## config.mk

```make
export PLATFORM = sky130hd
export DESIGN_NAME = reload_timer
export DESIGN_NICKNAME = d
export VERILOG_FILES = /design/src/verilog/reload_timer_pkg.sv /design/src/verilog/tick_divider.sv /design/src/verilog/wake_sync.sv /design/src/verilog/reload_timer.sv
export VERILOG_INCLUDE_DIRS = /design/src /design/src/verilog
export SDC_FILE = /design/constraint.sdc
export NUM_CORES = 1
export LEC_CHECK = 0
export BUFFER_PORTS_ARGS = -buffer_cell sky130_fd_sc_hd__buf_2
export CAP_MARGIN = 30
export CORE_MARGIN = 4
export CORE_UTILIZATION = 60
export DETAILED_ROUTE_END_ITERATION = 8
export PLACE_DENSITY = 0.79
export REMOVE_ABC_BUFFERS = 1
export SLEW_MARGIN = 10
export SYNTH_ARGS = -nofsm -noshare
export SYNTH_HDL_FRONTEND = slang
export SYNTH_SLANG_ARGS = --single-unit
```

## constraint.sdc

```tcl
create_clock -name clk_in -period 3.5 [get_ports clk_in]
set_input_delay 0.7 -clock clk_in [delete_from_list [all_inputs] [get_ports clk_in]]
set_output_delay 0.7 -clock clk_in [all_outputs]
set_load 0.1 [all_outputs]
```

## src/verilog/reload_timer_cfg.svh

```systemverilog
// register offsets, field positions, reset values and timing counts of the reload timer
// assumes inclusion by bare name from the package, whose macros the design modules use
`ifndef RELOAD_TIMER_CFG_SVH
`define RELOAD_TIMER_CFG_SVH

`define ADDR_NVM_CONTROL 8'h04
`define ADDR_TIMER_RELOAD 8'h05
`define ADDR_TIMER_COUNT 8'h06
`define ADDR_IRQ_STATUS 8'h08
`define ADDR_IRQ_MASK 8'h09

`define BIT_TIMER_RUN 7
`define BIT_IRQ_ENABLE 6
`define BIT_UNDERFLOW 5
`define BIT_CYCLE_START 4
`define BIT_MODE_C 3
`define BIT_MODE_B 2
`define BIT_MODE_A 1

`define RST_NVM_CONTROL 8'h00
`define RST_TIMER_RELOAD 8'h00
`define RST_TIMER_COUNT 8'h00
`define RST_IRQ_STATUS 2'h0
`define RST_IRQ_MASK 2'h0

`define TICK_DIVIDE 480

`endif

```

## src/verilog/reload_timer_pkg.sv

```systemverilog
// types shared by the reload timer design files
// assumes the cfg header is on the include path
package reload_timer_pkg;
  `include "reload_timer_cfg.svh"

  // what the counter is timing
  typedef enum logic [1:0] {
    mode_idle,
    mode_general,
    mode_nvm_first,
    mode_nvm_last
  } timer_mode_t;
endpackage : reload_timer_pkg

```

## src/verilog/tick_divider.sv

```systemverilog
// divide-by-n tick prescaler producing a one-cycle enable pulse
// assumes one clock domain and a synchronous active-low reset
module tick_divider
  import reload_timer_pkg::*;
#(
  parameter int DIVIDE = `TICK_DIVIDE
)
(
  input wire logic clk_in,
  input wire logic resetn_in,
  input wire logic enable_in,
  input wire logic restart_in,
  output logic tick_out
);
  localparam int CW = $clog2(DIVIDE);

  // elaboration check: a divide below two cannot make a one-cycle pulse
  if (DIVIDE < 2)
  begin : g_divide_check
    $error("tick_divider: DIVIDE must be at least 2");
  end

  logic [CW-1:0] count_reg;
  logic [CW-1:0] count_next;
  logic tick_reg;
  wire at_end = (count_reg == CW'(DIVIDE - 1));

  // counts only while enabled, restarts from zero on a timer start
  assign count_next = restart_in ? '0 : (!enable_in ? count_reg : (at_end ? '0 : count_reg + 1'b1));

  // prescaler state and tick pulse
  always_ff @(posedge clk_in)
  begin
    if (!resetn_in)
    begin
      count_reg <= '0;
      tick_reg <= 1'b0;
    end
    else
    begin
      count_reg <= count_next;
      tick_reg <= enable_in && !restart_in && at_end;
    end
  end

  assign tick_out = tick_reg;
endmodule : tick_divider

```

## src/verilog/wake_sync.sv

```systemverilog
// three-stage synchroniser with agreement filter for an asynchronous pin
// assumes the pin is unrelated to clk_in
module wake_sync
(
  input wire logic clk_in,
  input wire logic resetn_in,
  input wire logic pin_in,
  output logic level_out
);
  logic s1_reg;
  logic s2_reg;
  logic s3_reg;
  logic level_reg;

  // first stage feeds only the second; level moves once stages two and three agree
  always_ff @(posedge clk_in)
  begin
    if (!resetn_in)
    begin
      s1_reg <= 1'b0;
      s2_reg <= 1'b0;
      s3_reg <= 1'b0;
      level_reg <= 1'b0;
    end
    else
    begin
      s1_reg <= pin_in;
      s2_reg <= s1_reg;
      s3_reg <= s2_reg;
      if (s2_reg == s3_reg)
        level_reg <= s3_reg;
    end
  end

  assign level_out = level_reg;
endmodule : wake_sync

```

## src/verilog/reload_timer.sv

```systemverilog
// reloadable 8-bit down timer with underflow flag, interrupt and memory-cycle timing
// assumes a core-side register port with read data one cycle after the read strobe;
// stop mode is modelled by stop_mode_in setting asleep_reg, which gates the timer clock enable until a high wake level
//
// Operation
// RULE1: run bit loads reload, then decrements per tick
// RULE2: general underflow reloads, flags, keeps counting
// RULE3: clearing run bit freezes count for readback
// RULE4: restart counts from reload value, not held
// RULE5: count readable anytime without disturbing it
// RULE6: flag and enable in control register
// RULE7: interrupt request from set flag and enable
// RULE8: software clears flag explicitly; may poll it
// RULE9: software writing flag one raises interrupt
// RULE10: reset clears all registers to zero; awake_reg resets to one
// RULE11: idle mode keeps timer and cycle running
// RULE12: stop mode freezes timer, resumes after wake
// RULE13: software avoids stop during memory cycle
// RULE14: reload at 05 rw, counter 06 read-only
// RULE15: counter decrements every 480 crystal periods
// RULE16: final memory underflow stops, flags, clears bits
// RULE17: cycle start loads; erase-write reloads once
// RULE18: counter writes ignored; control bit0 reads zero
// RULE19: prescaler runs only while timing, restarts on start
//
// Chosen here: the plain strobed port.
module reload_timer
  import reload_timer_pkg::*;
#(
  parameter int TICK_DIV = `TICK_DIVIDE
)
(
  input wire logic clk_in,
  input wire logic resetn_in,
  input wire logic [7:0] addr_in,
  input wire logic [7:0] wdata_in,
  input wire logic wr_in,
  input wire logic rd_in,
  input wire logic idle_mode_in,
  input wire logic stop_mode_in,
  input wire logic wake_pin_in,
  output logic [7:0] rdata_out,
  output logic irq_out,
  output logic irq_request_out,
  output logic awake_out
);
  // elaboration check: the counter and its cycle figures assume this divide
  if (TICK_DIV != `TICK_DIVIDE)
  begin : g_div_check
    $error("reload_timer: tick divide other than 480 is not served");
  end

  logic [7:0] control_reg;
  logic [7:0] control_next;
  logic [7:0] reload_reg;
  logic [7:0] count_reg;
  logic [7:0] count_next;
  logic [7:0] rdata_reg;
  logic [7:0] rdata_next;
  logic [1:0] status_reg;
  logic [1:0] status_next;
  logic [1:0] mask_reg;
  logic irq_reg;
  logic irq_request_reg;
  logic asleep_reg;
  logic awake_reg;
  logic second_pass_reg;
  logic second_pass_next;
  timer_mode_t mode;
  logic tick;
  logic wake_level;

  // register decode
  wire wr_control = wr_in && (addr_in == `ADDR_NVM_CONTROL);
  wire wr_reload = wr_in && (addr_in == `ADDR_TIMER_RELOAD);
  wire wr_status = wr_in && (addr_in == `ADDR_IRQ_STATUS);
  wire wr_mask = wr_in && (addr_in == `ADDR_IRQ_MASK);

  // run and cycle-start edges from control writes
  wire run_now = control_reg[`BIT_TIMER_RUN];
  wire cycle_now = control_reg[`BIT_CYCLE_START];
  wire run_set = wr_control && wdata_in[`BIT_TIMER_RUN] && !run_now;
  wire cycle_set = wr_control && wdata_in[`BIT_CYCLE_START] && !cycle_now;
  wire start = run_set || cycle_set;
  wire erase_write = control_reg[`BIT_MODE_C] && !control_reg[`BIT_MODE_B];

  // stop mode gates every timer clock enable; idle mode does not
  wire clock_on = !asleep_reg; // see RULE11 see RULE12
  wire timing = (run_now || cycle_now) && clock_on;
  wire tick_ok = tick && clock_on;
  wire underflow = tick_ok && (count_reg == 8'h00);

  assign mode = cycle_now ? (erase_write && !second_pass_reg ? mode_nvm_first : mode_nvm_last)
              : (run_now ? mode_general : mode_idle);

  // end of a memory cycle on its final underflow
  wire cycle_done = underflow && (mode == mode_nvm_last); // see RULE16
  wire sw_flag_set = wr_control && wdata_in[`BIT_UNDERFLOW]; // see RULE9
  // a first erase pass only reloads; general underflows and the final pass flag
  wire flag_set = underflow && (mode == mode_general || mode == mode_nvm_last); // see RULE16

  tick_divider #(
    .DIVIDE(TICK_DIV)
  ) u_div (
    .clk_in(clk_in),
    .resetn_in(resetn_in),
    .enable_in(timing), // see RULE19
    .restart_in(start), // see RULE19
    .tick_out(tick) // see RULE15
  );

  wake_sync u_wake (
    .clk_in(clk_in),
    .resetn_in(resetn_in),
    .pin_in(wake_pin_in),
    .level_out(wake_level)
  );

  // control register: software write, then hardware set wins over software clear
  always_comb
  begin
    control_next = control_reg;
    if (wr_control)
      control_next = {wdata_in[7:1], 1'b0}; // see RULE18 see RULE6
    if (flag_set)
      control_next[`BIT_UNDERFLOW] = 1'b1; // see RULE2 see RULE8
    if (cycle_done)
    begin
      control_next[`BIT_CYCLE_START] = 1'b0; // see RULE16
      control_next[`BIT_MODE_C] = 1'b0;
      control_next[`BIT_MODE_B] = 1'b0;
      control_next[`BIT_MODE_A] = 1'b0;
    end
  end

  // counter: load on start, hold when stopped, reload on underflow
  always_comb
  begin
    count_next = count_reg;
    second_pass_next = second_pass_reg;
    if (start)
    begin
      count_next = reload_reg; // see RULE1 see RULE4 see RULE17
      second_pass_next = 1'b0;
    end
    else if (underflow && !cycle_done && mode != mode_idle)
    begin
      count_next = reload_reg; // see RULE2 see RULE17
      if (mode == mode_nvm_first)
        second_pass_next = 1'b1;
    end
    else if (tick_ok && timing && !underflow)
      count_next = count_reg - 8'h01; // see RULE1
    // a finished memory cycle holds zero instead of wrapping
    // clearing run leaves count untouched
    // see RULE3
  end

  // interrupt status: underflow and wake events, write one to clear, set wins
  assign status_next = (status_reg & ~(wr_status ? wdata_in[1:0] : 2'h0))
                     | {wake_level && asleep_reg, flag_set || sw_flag_set};

  // read data mux; counter read has no side effect
  always_comb
  begin
    unique case (addr_in)
      `ADDR_NVM_CONTROL: rdata_next = {control_reg[7:1], 1'b0}; // see RULE18
      `ADDR_TIMER_RELOAD: rdata_next = reload_reg; // see RULE14
      `ADDR_TIMER_COUNT: rdata_next = count_reg; // see RULE5 see RULE14
      `ADDR_IRQ_STATUS: rdata_next = {6'h00, status_reg};
      `ADDR_IRQ_MASK: rdata_next = {6'h00, mask_reg};
      default: rdata_next = 8'h00;
    endcase
  end

  // stop entered by the core; left only on a high wake level
  wire sleep_enter = stop_mode_in && !asleep_reg; // see RULE12 see RULE13
  wire sleep_leave = asleep_reg && wake_level; // see RULE12
  wire awake_next = !(asleep_reg && !wake_level) && !sleep_enter;

  // request to the core: flag and enable, arbitration stays in the core
  wire irq_request_next = control_next[`BIT_UNDERFLOW] && control_next[`BIT_IRQ_ENABLE];
  wire irq_next = |(status_next & mask_reg);

  // control register; reset clears every register of the block but awake_reg, which it sets to one
  always_ff @(posedge clk_in)
  begin
    if (!resetn_in)
      control_reg <= `RST_NVM_CONTROL; // see RULE10
    else
      control_reg <= control_next;
  end

  // reload register, written only by software
  always_ff @(posedge clk_in)
  begin
    if (!resetn_in)
      reload_reg <= `RST_TIMER_RELOAD; // see RULE10
    else if (wr_reload)
      reload_reg <= wdata_in; // see RULE14
  end

  // counter and pass tracker; no write path from the bus
  always_ff @(posedge clk_in)
  begin
    if (!resetn_in)
    begin
      count_reg <= `RST_TIMER_COUNT; // see RULE10
      second_pass_reg <= 1'b0;
    end
    else
    begin
      count_reg <= count_next; // see RULE18
      second_pass_reg <= second_pass_next;
    end
  end

  // interrupt status and mask
  always_ff @(posedge clk_in)
  begin
    if (!resetn_in)
    begin
      status_reg <= `RST_IRQ_STATUS;
      mask_reg <= `RST_IRQ_MASK;
    end
    else
    begin
      status_reg <= status_next;
      if (wr_mask)
        mask_reg <= wdata_in[1:0];
    end
  end

  // read data stand for one cycle only, zero otherwise
  always_ff @(posedge clk_in)
  begin
    if (!resetn_in)
      rdata_reg <= 8'h00;
    else if (rd_in)
      rdata_reg <= rdata_next;
    else
      rdata_reg <= 8'h00;
  end

  // sleep state and awake flag
  always_ff @(posedge clk_in)
  begin
    if (!resetn_in)
    begin
      asleep_reg <= 1'b0;
      awake_reg <= 1'b1;
    end
    else
    begin
      if (sleep_enter)
        asleep_reg <= 1'b1;
      else if (sleep_leave)
        asleep_reg <= 1'b0;
      awake_reg <= awake_next;
    end
  end

  // interrupt outputs come straight from flip-flops, one cycle after the cause
  always_ff @(posedge clk_in)
  begin
    if (!resetn_in)
    begin
      irq_reg <= 1'b0;
      irq_request_reg <= 1'b0;
    end
    else
    begin
      irq_reg <= irq_next;
      irq_request_reg <= irq_request_next; // see RULE7
    end
  end

  assign rdata_out = rdata_reg;
  assign irq_out = irq_reg;
  assign irq_request_out = irq_request_reg;
  assign awake_out = awake_reg;
endmodule : reload_timer

```

==> results.ini <==
[grt]
grt_first_pass_wirelength_microns = 9960
globalRouteTotalUtil_pct = 23.3
grt_pass1_vias = 2154
overflow = 0
antenna_found_initial = 0
grt_start_max_net_pins = 23

[timing]
period_needed_ns = 2.31
final.setup_skew_ns = 0.00516
worst_pin_slew_ns = 0.962
clock.fmax_mhz = 432
rsz0062_at_grt = no
hold_viol = 0
slew_violations = 0
fin_crit_sh_pct = 66.1
setup_viol = 0
relSlewSlack_pct = 35.7
fin_setup_tns_ns = 0

[yosys]
ys_async_sr_fraction_pct = 0
synth-edff-count = 0
synth_cell_types = 48
synth_sequential_area_ratio_pct = 41.5
ys_seq_elements = 54
synthCells = 284
ys.flop_type = dfxtp_1
synth_area_sq_mm = 0.00261
avgSynthCellArea_sq_um = 9.18
yosysWarnings = 0

[finish]
antenna_cells = 0
final_nets = 337
final_util_pct = 70.6
final_layout_size_suffix_gt1_share_pct = 19.2
largest_reg_flops = 9
syn2layout_area_growth_pct = 10.8

[worst_setup_path]
reg2reg_to = control_reg[1]
startpoint = count_reg[0]
critPathMaxStageDelay_ns = 0.58
crit_path_end = control_reg[1]
reg2reg_from = count_reg[0]
cp-start-kind = flop
cp.buffers_inverters = 1
crit_fanout = 9
worstPathRequired_ns = 3.68
worst-path-stages = 6
crit_path_end_kind = flop
arrival_ns = 2.49
rr_worst_depth = 6
cp_slowest_cell = o21ai_0
rrSetupSlack_ns = 1.19
path_cells = inv_1 -> ha_1 -> nor4b_4 -> nand4_1 -> o21ai_0 -> nor2_1
crit_type = reg2reg
critical_path.top_delay_family = simple AND/OR/NAND/NOR gates

[routing]
drt_pre_antenna_iters = 5
vias = 2221
drc = 0
vias_per_cell = 6.14
routedWlPerCell_microns = 16.8
drt_iter0_drc = 161
finalWirelength_microns = 6100
postRouteAntennaNets = 0

[status]
status = completed

[flow_run]
drv_cap = 0

[clock_tree]
clock_latency_ns = 0.31
numCtsBuffers = 5
ctsResizeCount = 0
cts_hold_buf = 0
clock-sinks = 54
cts.htree.levels = 2
cts_tree = done
cts_root_buf = clkbuf_8
clk_pin_slew_ns = 0.09
clockBufferDepth = 2
post_cts_buffers = 0

[pwr]
power_density_mw_per_mm2 = 384
ir_drop_mv = 0.377
power.leakage_nw = 1.17

[place]
port-buffer-count = 32
hpwlAfterDp_microns = 4380
routabilityCongestion = 0.900

[floorplan]
coreArea_sq_mm = 0.00409
die_h_microns = 73.9
placementRows = 23
pin_count = 34
die_w_microns = 73.9
initial_core_util_pct = 63.8
die-area_sq_mm = 0.00546

[worst_hold_path]
hold_class = reg2reg
worstHoldStart = u_wake.s1_reg

-- how the worst min path moves through the flow --
stage          cells after the start       endpoint
2_1_floorplan                      1  u_wake.s2_reg
3_3_place_gp                       1  u_wake.s2_reg
3_5_place_dp                       1  u_wake.s2_reg
4_1_cts                            1  u_wake.s2_reg
5_1_grt                            1  u_wake.s2_reg
6_report                           1  u_wake.s2_reg
-- power by group --
part	leakage, nW	internal, mW	total [mW]	switching [mW]
Sequential	0.436	0.618	0.621	0.00295
Combinational	0.681	0.0229	0.0677	0.0448
Clock	0.0514	0.214	0.420	0.206
Total	1.17	0.854	1.11	0.254
-- final cells by class --
class / instances / area, sq um
Clock buffer: 6 / 72.6
Clock inverter: 2 / 37.5
Fill cell: 334 / 1200
Inverter: 9 / 33.8
Multi-Input combinational cell: 208 / 1430
Sequential cell: 54 / 1080
Tap cell: 50 / 62.6
Timing Repair Buffer: 33 / 168
-- worst register-to-register path, stage by stage (launching register included) --
cell and delay [ns]:
dfxtp_1 0.40, inv_1 0.12, ha_1 0.25, nor4b_4 0.54
nand4_1 0.19, o21ai_0 0.58, nor2_1 0.11
-- per-layer routing --
layer | GRT usage [%] | up-vias | share of wire (%)
li1 | - | 1081 | -
met1 | 29.7 | 1036 | 42
met2 | 38.8 | 94 | 49
met3 | 5.20 | 10 | 7.2
met4 | 8.45 | 0 | 1.4
met5 | 0 | - | 0
-- cell usage in the layout, fill, tap and decap left out, drive strengths merged, types with 4 or more instances in the layout --
cell,synthesis,layout
nor3b,5,5
and2,6,6
xnor2,8,8
buf,4,33
clkbuf,9,6
nand4,10,10
mux2,6,6
a21oi,21,21
a211oi,11,11
nand2,23,23
o211ai,4,4
dfxtp,54,54
nor2,32,32
nor3,6,6
o21ai,4,4
inv,9,9
nor2b,6,6
a22oi,7,7
mux2i,19,19
-- cell usage after synthesis, types with 3 or more instances --
library cell / instances / share of area (%)
o21ai_0: 4 / 0.77
nor2b_1: 6 / 1.4
o211ai_1: 4 / 1.2
a22oi_1: 7 / 2.0
and2_1: 5 / 1.2
buf_2: 3 / 0.58
a211oi_1: 9 / 2.6
and3_1: 3 / 0.72
nand2_1: 23 / 3.3
nor3b_1: 4 / 1.2
mux2_2: 6 / 2.6
ha_1: 3 / 1.4
inv_1: 9 / 1.3
mux2i_1: 19 / 7.3
nand4_1: 10 / 2.4
nand3_1: 3 / 0.58
a21oi_1: 21 / 4.0
dfxtp_1: 54 / 41
clkbuf_1: 9 / 1.3
nor3_1: 6 / 1.2
xnor2_1: 8 / 2.7
nor2_1: 32 / 4.6
-- per-stage QoR --
stage / cells / power, mW / hold slack (ns) / instance area, sq um / worst slack, ns
after floorplan: 271 / 0.669 / 0.412 / 2550 / 0.945
after global placement: 354 / 0.700 / 0.419 / 2780 / 1.09
after detailed placement: 354 / 0.701 / 0.431 / 2780 / 1.09
after CTS: 362 / 1.11 / 0.453 / 2890 / 1.24
after global routing: 362 / 1.14 / 0.475 / 2890 / 1.06
final: 362 / 1.11 / 0.447 / 2890 / 1.19
-- logic make-up (layout without fill, tap and decap cells) --
kind of cell             Yosys count  in the layout  share of synthesized area, %
adder cells (fa/ha/maj)            3              3                          1.44
buffers and inverters             22             50                          3.60
AO/OA/AOI/OAI                     63             63                          17.5
XOR/XNOR                          10             10                          3.36
flip-flops                        54             54                          41.5
multiplexers                      25             25                          9.89
AND/OR/NAND/NOR                  107            107                          22.7
No activity file was read; power rests on OpenSTA's default activity.
